File: config.mk
export PLATFORM = sky130hd
export DESIGN_NAME = pin_configured_adc_readout
export DESIGN_NICKNAME = d
export VERILOG_FILES = /design/src/logic/adc_readout_pkg.sv /design/src/logic/pin_configured_adc_readout.sv
export VERILOG_INCLUDE_DIRS = /design/src /design/src/logic
export SDC_FILE = /design/constraint.sdc
export NUM_CORES = 1
export LEC_CHECK = 0
export ABC_AREA = 1
export BUFFER_PORTS_ARGS = -buffer_cell sky130_fd_sc_hd__clkbuf_2
export CORE_MARGIN = 4
export CORE_UTILIZATION = 57
export DETAILED_ROUTE_END_ITERATION = 6
export GPL_ROUTABILITY_DRIVEN = 0
export PLACE_DENSITY = 0.8
export SLEW_MARGIN = 20
export SYNTH_ARGS = -nofsm -noshare
export SYNTH_HDL_FRONTEND = slang
export SYNTH_SLANG_ARGS = --single-unit
File: constraint.sdc
create_clock -name core_clk -period 13.35 [get_ports core_clk]
set_clock_uncertainty 0.1 [all_clocks]
set_input_delay 2.67 -clock core_clk [delete_from_list [all_inputs] [get_ports core_clk]]
set_output_delay 2.67 -clock core_clk [all_outputs]
set_load 0.05 [all_outputs]
File: src/logic/adc_readout_consts.svh
// How it works
// - A new output bit is launched on each falling edge of the serial clock.
// - While power-down is high the data/ready line is floated.
// - Power-down resets the serial state, control logic and filter.
// - Clock select low picks the external clock, high the 4.92 MHz oscillator.
// - Pair select low routes the first input pair, high the second pair.
// - Temperature select high routes the sensor, low the selected pair.
// - The two gain pins form a two-bit code for the amplifier gain.
// - The serial clock may run continuously or in separate bursts.
// - Ready goes low at a new result and goes high before an unread update.
// - A word is read once and ready returns high after it is read.
// - The serial state restarts whenever a new result arrives.
// - The two rate pins form a two-bit code for the output data rate.
`ifndef ADC_READOUT_CONSTS_SVH
`define ADC_READOUT_CONSTS_SVH

`define CORE_CLK_NS      40
`define PD_MIN_NS        100
`define PD_MIN_CYC       ((`PD_MIN_NS + `CORE_CLK_NS - 1) / `CORE_CLK_NS)
`define RDY_GAP_CYC      2
`define WORD_BITS        24

`define REG_STATUS       4'h0
`define REG_MASK         4'h4
`define REG_STATE        4'h8
`define REG_RESULT       4'hC

`define EV_NEW_RESULT    0
`define EV_WORD_READ     1
`define EV_OVERRUN       2
`define EV_PD_EXIT       3
`define EV_BITS          4
`define MASK_RESET       4'h0

`endif

File: src/logic/adc_readout_pkg.sv
package adc_readout_pkg;

    typedef enum logic [2:0]
    {
        S_PD,
        S_IDLE,
        S_GAP,
        S_SHIFT,
        S_LAST
    } ser_state_e;

    typedef enum logic [1:0]
    {
        SRC_PAIR_A,
        SRC_PAIR_B,
        SRC_TEMP
    } input_src_e;

    typedef logic [1:0] code2_t;

endpackage

File: src/logic/pin_configured_adc_readout.sv
// The register addresses and the Wishbone slave port were left to the implementer.
`timescale 1ns/10ps
`include "adc_readout_consts.svh"

module pin_configured_adc_readout
    import adc_readout_pkg::*;
#(
    parameter int ADR_W = 4
)
(
    // Clock and reset
    input  wire logic              core_clk,
    input  wire logic              rst,
    // Static select pins
    input  wire logic              powerdown_reset_in,
    input  wire logic              clock_source_select,
    input  wire logic              input_pair_select,
    input  wire logic              temp_select,
    input  wire logic              gain_select_lo,
    input  wire logic              gain_select_hi,
    input  wire logic              rate_select_lo,
    input  wire logic              rate_select_hi,
    // Serial link
    input  wire logic              serial_clk,
    output logic                   dout_rdy,
    output logic                   dout_rdy_oe,
    // Filter side
    input  wire logic              conv_start,
    input  wire logic              conv_valid,
    input  wire logic [23:0]       conv_data,
    output logic                   filter_reset,
    output logic                   clk_src_internal,
    output input_src_e             input_src,
    output code2_t                 gain_code,
    output code2_t                 rate_code,
    // Wishbone slave
    input  wire logic              wb_cyc_i,
    input  wire logic              wb_stb_i,
    input  wire logic              wb_we_i,
    input  wire logic [ADR_W-1:0]  wb_adr_i,
    input  wire logic [3:0]        wb_sel_i,
    input  wire logic [31:0]       wb_dat_i,
    output logic [31:0]            wb_dat_o,
    output logic                   wb_ack_o,
    // Interrupt
    output logic                   irq
);

    localparam int NPIN = 9;
    localparam logic [4:0] LAST_BIT = 5'(`WORD_BITS);

    // Pin synchronisers
    logic [NPIN-1:0]        pin_meta_q;
    logic [NPIN-1:0]        pin_q;
    logic                   sclk_prev_q;
    wire  [NPIN-1:0]        pin_raw;

    assign pin_raw = {powerdown_reset_in, serial_clk, clock_source_select,
                      input_pair_select, temp_select, gain_select_hi,
                      gain_select_lo, rate_select_hi, rate_select_lo};

    always_ff @(posedge core_clk or posedge rst)
    begin
        if (rst)
        begin
            // Serial clock idles high; a low reset value would fake an edge
            pin_meta_q  <= 9'h080;
            pin_q       <= 9'h080;
            sclk_prev_q <= 1'b1;
        end
        else
        begin
            pin_meta_q  <= pin_raw;
            pin_q       <= pin_meta_q;
            sclk_prev_q <= pin_q[7];
        end
    end

    wire pd_pin    = pin_q[8];
    wire sclk_s    = pin_q[7];
    // Edges only, so bursts and free-running clocks look alike
    wire sclk_fall = sclk_prev_q & ~sclk_s;
    wire sclk_rise = ~sclk_prev_q & sclk_s;

    // Power-down filter; glitches shorter than the minimum are ignored
    logic [2:0]             pd_cnt_q;
    logic                   pd_act_q;
    wire  pd_cnt_full = (pd_cnt_q == 3'(`PD_MIN_CYC - 1));

    always_ff @(posedge core_clk or posedge rst)
    begin
        if (rst)
        begin
            pd_cnt_q <= '0;
            pd_act_q <= 1'b1;
        end
        else
        begin
            if (!pd_pin)
                pd_cnt_q <= '0;
            else if (!pd_cnt_full)
                pd_cnt_q <= pd_cnt_q + 3'd1;
            pd_act_q <= pd_pin ? (pd_act_q | pd_cnt_full) : 1'b0;
        end
    end

    wire pd_now = pd_pin & (pd_act_q | pd_cnt_full);
    wire pd_exit = pd_act_q & ~pd_pin;

    // Conversion configuration, sampled at conversion start
    input_src_e             src_d;
    assign src_d = pin_q[4] ? SRC_TEMP
                 : (pin_q[5] ? SRC_PAIR_B : SRC_PAIR_A);

    always_ff @(posedge core_clk or posedge rst)
    begin
        if (rst)
        begin
            clk_src_internal <= 1'b0;
            input_src        <= SRC_PAIR_A;
            gain_code        <= '0;
            rate_code        <= '0;
            filter_reset     <= 1'b1;
        end
        else
        begin
            filter_reset <= pd_now;
            if (conv_start && !pd_now)
            begin
                clk_src_internal <= pin_q[6];
                input_src        <= src_d;
                gain_code        <= pin_q[3:2];
                rate_code        <= pin_q[1:0];
            end
        end
    end

    // Serial shifter
    ser_state_e             state_q;
    ser_state_e             state_d;
    logic [23:0]            word_q;
    logic [4:0]             bit_cnt_q;
    logic [1:0]             gap_cnt_q;
    logic [23:0]            result_q;

    wire new_word   = conv_valid & ~pd_now;
    wire unread     = (state_q == S_SHIFT) && (bit_cnt_q == 5'd0);
    wire gap_done   = (gap_cnt_q == 2'(`RDY_GAP_CYC - 1));
    wire shift_bit  = (state_q == S_SHIFT) & sclk_fall;
    wire read_end   = (state_q == S_LAST) & sclk_rise;
    wire next_bit   = word_q[5'd23 - bit_cnt_q];

    always_comb
    begin
        state_d = state_q;
        case (state_q)
            S_PD:    state_d = new_word ? S_SHIFT : S_IDLE;
            S_IDLE:  if (new_word) state_d = S_SHIFT;
            S_GAP:   if (gap_done) state_d = S_SHIFT;
            S_SHIFT:
            begin
                if (new_word)
                    state_d = unread ? S_GAP : S_SHIFT;
                else if (shift_bit && bit_cnt_q == LAST_BIT - 5'd1)
                    state_d = S_LAST;
            end
            S_LAST:
            begin
                if (new_word)
                    state_d = S_SHIFT;
                else if (sclk_rise)
                    state_d = S_IDLE;
            end
            default: state_d = S_IDLE;
        endcase
        if (pd_now)
            state_d = S_PD;
    end

    always_ff @(posedge core_clk or posedge rst)
    begin
        if (rst)
        begin
            state_q     <= S_PD;
            word_q      <= '0;
            bit_cnt_q   <= '0;
            gap_cnt_q   <= '0;
            dout_rdy    <= 1'b1;
            dout_rdy_oe <= 1'b0;
            result_q    <= '0;
        end
        else
        begin
            state_q     <= state_d;
            dout_rdy_oe <= ~pd_now;
            gap_cnt_q   <= (state_q == S_GAP) ? gap_cnt_q + 2'd1 : 2'd0;
            if (pd_now)
            begin
                word_q    <= '0;
                bit_cnt_q <= '0;
                dout_rdy  <= 1'b1;
            end
            else if (new_word)
            begin
                word_q    <= conv_data;
                result_q  <= conv_data;
                bit_cnt_q <= '0;
                // Unread word: pulse ready high before the new one
                dout_rdy  <= unread ? 1'b1 : 1'b0;
            end
            else if (state_q == S_GAP && gap_done)
                dout_rdy <= 1'b0;
            else if (shift_bit)
            begin
                dout_rdy  <= next_bit;
                bit_cnt_q <= bit_cnt_q + 5'd1;
            end
            else if (read_end)
                dout_rdy <= 1'b1;
        end
    end

    // Wishbone registers
    logic [`EV_BITS-1:0]    status_q;
    logic [`EV_BITS-1:0]    mask_q;
    wire  [`EV_BITS-1:0]    ev_set;
    wire  [`EV_BITS-1:0]    ev_clr;
    wire  wb_req   = wb_cyc_i & wb_stb_i & ~wb_ack_o;
    wire  wb_wr    = wb_req & wb_we_i & wb_sel_i[0];
    wire  sel_stat = (wb_adr_i == `REG_STATUS);
    wire  sel_mask = (wb_adr_i == `REG_MASK);
    wire  sel_st   = (wb_adr_i == `REG_STATE);
    wire  sel_res  = (wb_adr_i == `REG_RESULT);
    wire  [31:0] state_word = {20'h0, pin_q[6:0], pd_act_q,
                               dout_rdy, 3'(state_q)};
    wire  [31:0] rd_mux =
          sel_stat ? {28'h0, status_q}
        : sel_mask ? {28'h0, mask_q}
        : sel_st   ? state_word
        : sel_res  ? {8'h00, result_q}
        : 32'h0000_0000;

    assign ev_set[`EV_NEW_RESULT] = new_word;
    assign ev_set[`EV_WORD_READ]  = read_end & ~new_word;
    assign ev_set[`EV_OVERRUN]    = new_word & unread;
    assign ev_set[`EV_PD_EXIT]    = pd_exit;
    assign ev_clr = (wb_wr && sel_stat) ? wb_dat_i[`EV_BITS-1:0] : '0;

    always_ff @(posedge core_clk or posedge rst)
    begin
        if (rst)
        begin
            status_q <= '0;
            mask_q   <= `MASK_RESET;
            wb_ack_o <= 1'b0;
            wb_dat_o <= '0;
            irq      <= 1'b0;
        end
        else
        begin
            // Set wins over a clear in the same cycle
            status_q <= (status_q & ~ev_clr) | ev_set;
            if (wb_wr && sel_mask)
                mask_q <= wb_dat_i[`EV_BITS-1:0];
            wb_ack_o <= wb_req;
            wb_dat_o <= wb_req ? rd_mux : 32'h0000_0000;
            irq      <= |(status_q & mask_q);
        end
    end
endmodule

# After elaboration in Yosys (flattened, before gate mapping)
# Cells that the tools add are included.
word_totals:
  wordCells: 120
  reg_bits: 125
op_classes:
  mux: 36
  addsub: 4
  reduce_logical: 17
  magnitude_cmp: 1
  bitwise_logic: 24
  eq_ne: 16
ops:
  columns: ["cell", "count"]
  rows:
  - ["24-bit 2-to-1 mux", 7]
  - ["3-bit 2-to-1 mux", 9]
  - ["5-bit 2-to-1 mux", 4]
  - ["3-bit case mux with 5 select lines", 1]
  - ["1-bit AND", 13]
  - ["1-bit 2-to-1 mux", 10]
  - ["3-bit by 2-bit equality test with 1-bit output (second input constant)", 3]
  - ["3-bit != test (second input constant)", 3]
  - ["4-bit AND", 2]
  - ["4-bit equality test (second input constant)", 2]
  - ["1-bit logical AND", 6]
  - ["5-bit by 6-bit < comparator with 1-bit output (second input constant)", 1]
  - ["2-bit 2-to-1 mux", 3]
  - ["1-bit inverter", 6]
  - ["5-bit by 1-bit adder with 5-bit output (second input constant)", 1]
  - ["1-bit binary-select mux with 5-bit select", 1]
  - ["5-bit equality test (second input constant)", 1]
  - ["5-bit zero test", 1]
  - ["5-bit nonzero test", 1]
  - ["5-bit subtractor (first input constant)", 1]
  - ["4-bit by 3-bit equality test with 1-bit output (second input constant)", 1]
  - ["4-bit zero test", 1]
  - ["4-bit 2-to-1 mux", 1]
  - ["4-bit by 3-bit != test with 1-bit output (second input constant)", 1]
  - ["17 further kinds", 18]

# Longest topological paths before layout
logic_depth:
  depth_word: 9
  mapped_depth: 12

# Worst setup path before layout
# No wires, ideal clock.
synth_path:
  path_type: "input to register"
  from: "input port wb_adr_i[1]"
  to: "register status_q[2]"
  setup_ns: 0.129
  path_stages: 6
  t_required_ns: 13.121
  path_slack_ns: 9.664
  t_arrival_ns: 3.457
  cell_sequence: "nor2_1 > nand2_1 > nor2_1 > nand2_1 > o21ai_0 > o21ai_0"
synth_via:
  elab_chain_cells: 6
synth_lines:
  columns: ["element", "line", "source"]
  rows:
  - ["start, declared", "pin_configured_adc_readout.sv:40", "input wire logic [ADR_W-1:0] wb_adr_i,"]
  - ["4-bit zero test (no line)", null, null]
  - ["1-bit logical AND", "pin_configured_adc_readout.sv:247", "assign ev_clr = (wb_wr && sel_stat) ? wb_dat_i[`EV_BITS-1:0] : '0;"]
  - ["4-bit 2-to-1 mux", "pin_configured_adc_readout.sv:247", null]
  - ["4-bit inverter", "pin_configured_adc_readout.sv:262", "status_q <= (status_q & ~ev_clr) | ev_set;"]
  - ["4-bit AND", "pin_configured_adc_readout.sv:262", null]
  - ["4-bit OR", "pin_configured_adc_readout.sv:262", null]
  - ["end signal, assigned", "pin_configured_adc_readout.sv:262", null]
  - ["end, declared", "pin_configured_adc_readout.sv:224", "logic [`EV_BITS-1:0] status_q;"]
# No other way between the ends.
# A chain may end at the register's enable or synchronous reset.

# Worst setup path after layout
layout_path:
  from: "input port wb_adr_i[1]"
  to: "register wb_dat_o[0]"
layout_via:
  elab_chain_cells: 6
  word_cells_on_any_way: 9
layout_lines:
  columns: ["element", "line", "source"]
  rows:
  - ["4-bit equality test (no line)", null, null]
  - ["24-bit 2-to-1 mux", "pin_configured_adc_readout.sv:240", ": sel_res ? {8'h00, result_q}"]
  - ["24-bit 2-to-1 mux", "pin_configured_adc_readout.sv:239", ": sel_st ? state_word"]
  - ["24-bit 2-to-1 mux", "pin_configured_adc_readout.sv:238", ": sel_mask ? {28'h0, mask_q}"]
  - ["24-bit 2-to-1 mux (*)", "pin_configured_adc_readout.sv:237", "sel_stat ? {28'h0, status_q}"]
  - ["24-bit 2-to-1 mux (*)", "pin_configured_adc_readout.sv:266", "wb_dat_o <= wb_req ? rd_mux : 32'h0000_0000;"]
  - ["end signal, assigned", "pin_configured_adc_readout.sv:266", null]
  - ["end, declared", "pin_configured_adc_readout.sv:43", "output logic [31:0] wb_dat_o,"]
# Every way passes the cells marked *; elsewhere a longest branch is shown, timed or not.

==> metrics.md <==
| Metric | Value |
|---|---|
| Status | completed |
| EDFF count, synth | 0 |
| Layout Area Growth over Synthesis | 19.4% |
| HPWL after detailed placement | 7180 µm |
| Layout Nets | 717 |
| Area leader, netlist | dfrtp_1 |
| Deepest clock path buffer count | 2 |
| Clock tree sinks | 124 |
| Count leader, synth | dfrtp_1 |
| Initial antenna violation count | 0 |
| Sequential fraction of the synthesis area | 60.7% |
| HP Class | register to register |
| Synth area leaders | dfrtp_1 58%, nand2_1 8.0%, inv_1 6.7% |
| Synth top area share | 58.2% |
| CTS tree | yes |
| DR iter-0 viols | 267 |
| Slew Limit Fails | 0 |
| Die Area | 0.0106 mm² |
| Startpoint Class | input pin |
| Site Rows | 34 |
| Pin count of the biggest net entering global routing | 91 |
| Vias in the first global route | 3,989 |
| Clock Latency Late Sink | 530 ps |
| First-pass GRT wire length | 18,300 µm |
| Post-CTS resize count | 0 |
| CP Data Arrival Time | 4480 ps |
| Post-synthesis compound-gate area fraction | 10.6% |
| Clock transition at path regs | 70 ps |
| Synth unique cells | 34 |
| Total power | 1.14 mW |
| Number of synthesis warnings | 0 |
| FF-to-FF End | dout_rdy |
| R2R cell count | 8 |
| Endpoints failing setup | 0 |
| Peak VDD IR | 101 µV |
| IO Pins | 124 |
| Cts hold-fix bufs | 0 |
| Die Ht | 103 µm |
| Adder-Cell Fraction of Synth Area | 1.47% |
| Ys flop type | dfrtp_1 |
| TritonCTS buffer count | 17 |
| Mapped Cells | 545 |
| Synthesized area | 0.00512 mm² |
| Mapped Avg Cell Area | 9.39 µm² |
| Pwr per Cell Area | 186 mW/mm² |
| RSZ-0062 raised after global routing | false |
| Fraction of registers with async set/reset | 100% |
| Fmax | 241 MHz |
| Placeable Area | 0.00872 mm² |
| Slew headroom | 28.6% |
| Drt drc | 0 |
| Crit share post-route | 31.1% |
| Most frequent cells after synthesis | 119 x dfrtp_1, 109 x nand2_1, 91 x inv_1, 37 x o21ai_0 |
| Pre-CTS setup slack | 8750 ps |
| HP Start | pin_meta_q[6] |
| Multiplexer share of the synthesized area | 0% |
| WP data required | 13,680 ps |
| Fraction of layout cells with a size suffix above 1 | 21.7% |
| Largest family of logic cells by synthesized area | simple AND/OR/NAND/NOR gates |
| Pre-Repair DR Iteration Count | 5 |
| Root buffer cell | clkbuf_8 |
| Post-Route Setup TNS | 0 ps |
| Total global-route track usage | 22.3% |
| Max_cap viols | 0 |
| Die width | 103 µm |
| Leak | 3.15 nW |
| Setup ws final | 9200 ps |
| Worst slew pin tran | 1070 ps |
| R2R Path Start | pd_cnt_q[0] |
| Setup slack, reg-to-reg | 11,060 ps |
| Crit path max fanout | 24 |
| Setup crit end kind | register |
| Post-Synth Simple-Gate Area | 16.2% |
| CTS HTree Levels | 4 |
| Synth Area in XOR/XNOR | 0.171% |
| ANT nets after route | 0 |
| Postcts setup bufs | 0 |
| Via count | 3,907 |
| Hold path cells | 0 |
| Hold Fails Final Rpt | 0 |
| Min Tclk post-route | 4150 ps |
| Worst-case hold path end point | pin_q[6] |
| I/O Buffers | 84 |
| Global route total overflow | 0 |
| Crit path kind | input pin to register |
| DRT Wirelength | 10,900 µm |
| #FFs+latches synth | 124 |
| Vias per inst | 5.20 |
| Routed length per instance | 14.5 µm |
| Starting Density | 58.7% |
| N_diodes | 0 |
-- power breakdown --
| group | switching, mW | leakage, nW | internal (mW) | total (mW) |
|---|---|---|---|---|
| sequential | 0.0334 | 1.55 | 0.435 | 0.469 |
| combinational | 0.164 | 1.31 | 0.0643 | 0.228 |
| clock | 0.199 | 0.284 | 0.242 | 0.441 |
-- layout by cell type (no fill, tap or decap), types with 3 or more instances in the layout --
master     count
dfrtp_1      119
inv_1         90
nor3_1        17
nand3_1       23
a21oi_1        4
clkinv_8       3
clkbuf_16     16
conb_1         8
o21ai_1       31
clkbuf_2      84
nor2_1        31
a211oi_1       6
inv_6          4
dfstp_2        5
ha_1           6
inv_2          4
o21ai_0       37
nand4_1        4
o22ai_1       14
inv_8          6
nor2_2         3
nand2_1      109
-- metal layers --
metal,global-route usage [%],part of all wire (%),vias up
met2,37.2,51,124
met5,0,0,-
met1,28.1,41,1883
li1,-,-,1882
met4,8.37,1.2,0
met3,6.22,6.9,18
-- critical path, stage by stage --
cell and delay, ps:
clkbuf_2 80, nor2_1 180, nand3_1 760, o22ai_1 520, a211oi_1 80, nor3_1 190
-- registers in the layout, indices dropped and copies added (netlist names), 2 cells and up --
name and cells:
input_src 2, bit_cnt_q 5, pin_meta_q 9, wb_dat_o 24, mask_q 4, gap_cnt_q 2, pd_cnt_q 3, status_q 4
word_q 24, gain_code 2, rate_code 2, state_q 3, pin_q 9, result_q 24
-- layout make-up --
cell class	instances	area, µm²
flip-flops and latches	124	3110
clock buffers	17	414
repair buffers	85	432
fillers	619	2610
multi-input cells	306	1490
inverters	97	369
well taps	108	135
clock inverters	15	168
-- worst max-delay path by stage --
stage / start / slack (ps) / cells after the start / endpoint
after global routing: wb_adr_i[1] / 9110 / 6 / wb_dat_o[0]
after detailed placement: wb_adr_i[1] / 8750 / 6 / wb_dat_o[0]
after floorplan: rst / 7290 / 1 / bit_cnt_q[0]
after CTS: filter_reset / 9200 / 1 / filter_reset
after global placement: wb_adr_i[1] / 8740 / 6 / wb_dat_o[0]
final: wb_adr_i[1] / 9200 / 6 / wb_dat_o[0]
-- logic make-up (layout without fill, tap and decap cells) --
family	Yosys count	after routing
fa+ha+maj	6	6
xor+xnor	1	1
other cells	1	8
flops	124	124
simple gates	193	193
buf+inv	122	214
compound gates	98	98
-- stage by stage --
step / util [%] / instances / hold WS [ps] / instance area (µm²)
finish: 70.1 / 752 / 248 / 6110
global route: 70.1 / 752 / 259 / 6110
CTS: 70.1 / 752 / 252 / 6110
detailed placement: 63.4 / 720 / 236 / 5530
global placement: 63.4 / 720 / 232 / 5530
floorplan: - / 552 / 231 / 5150
No activity file was read; power rests on OpenSTA's default activity.
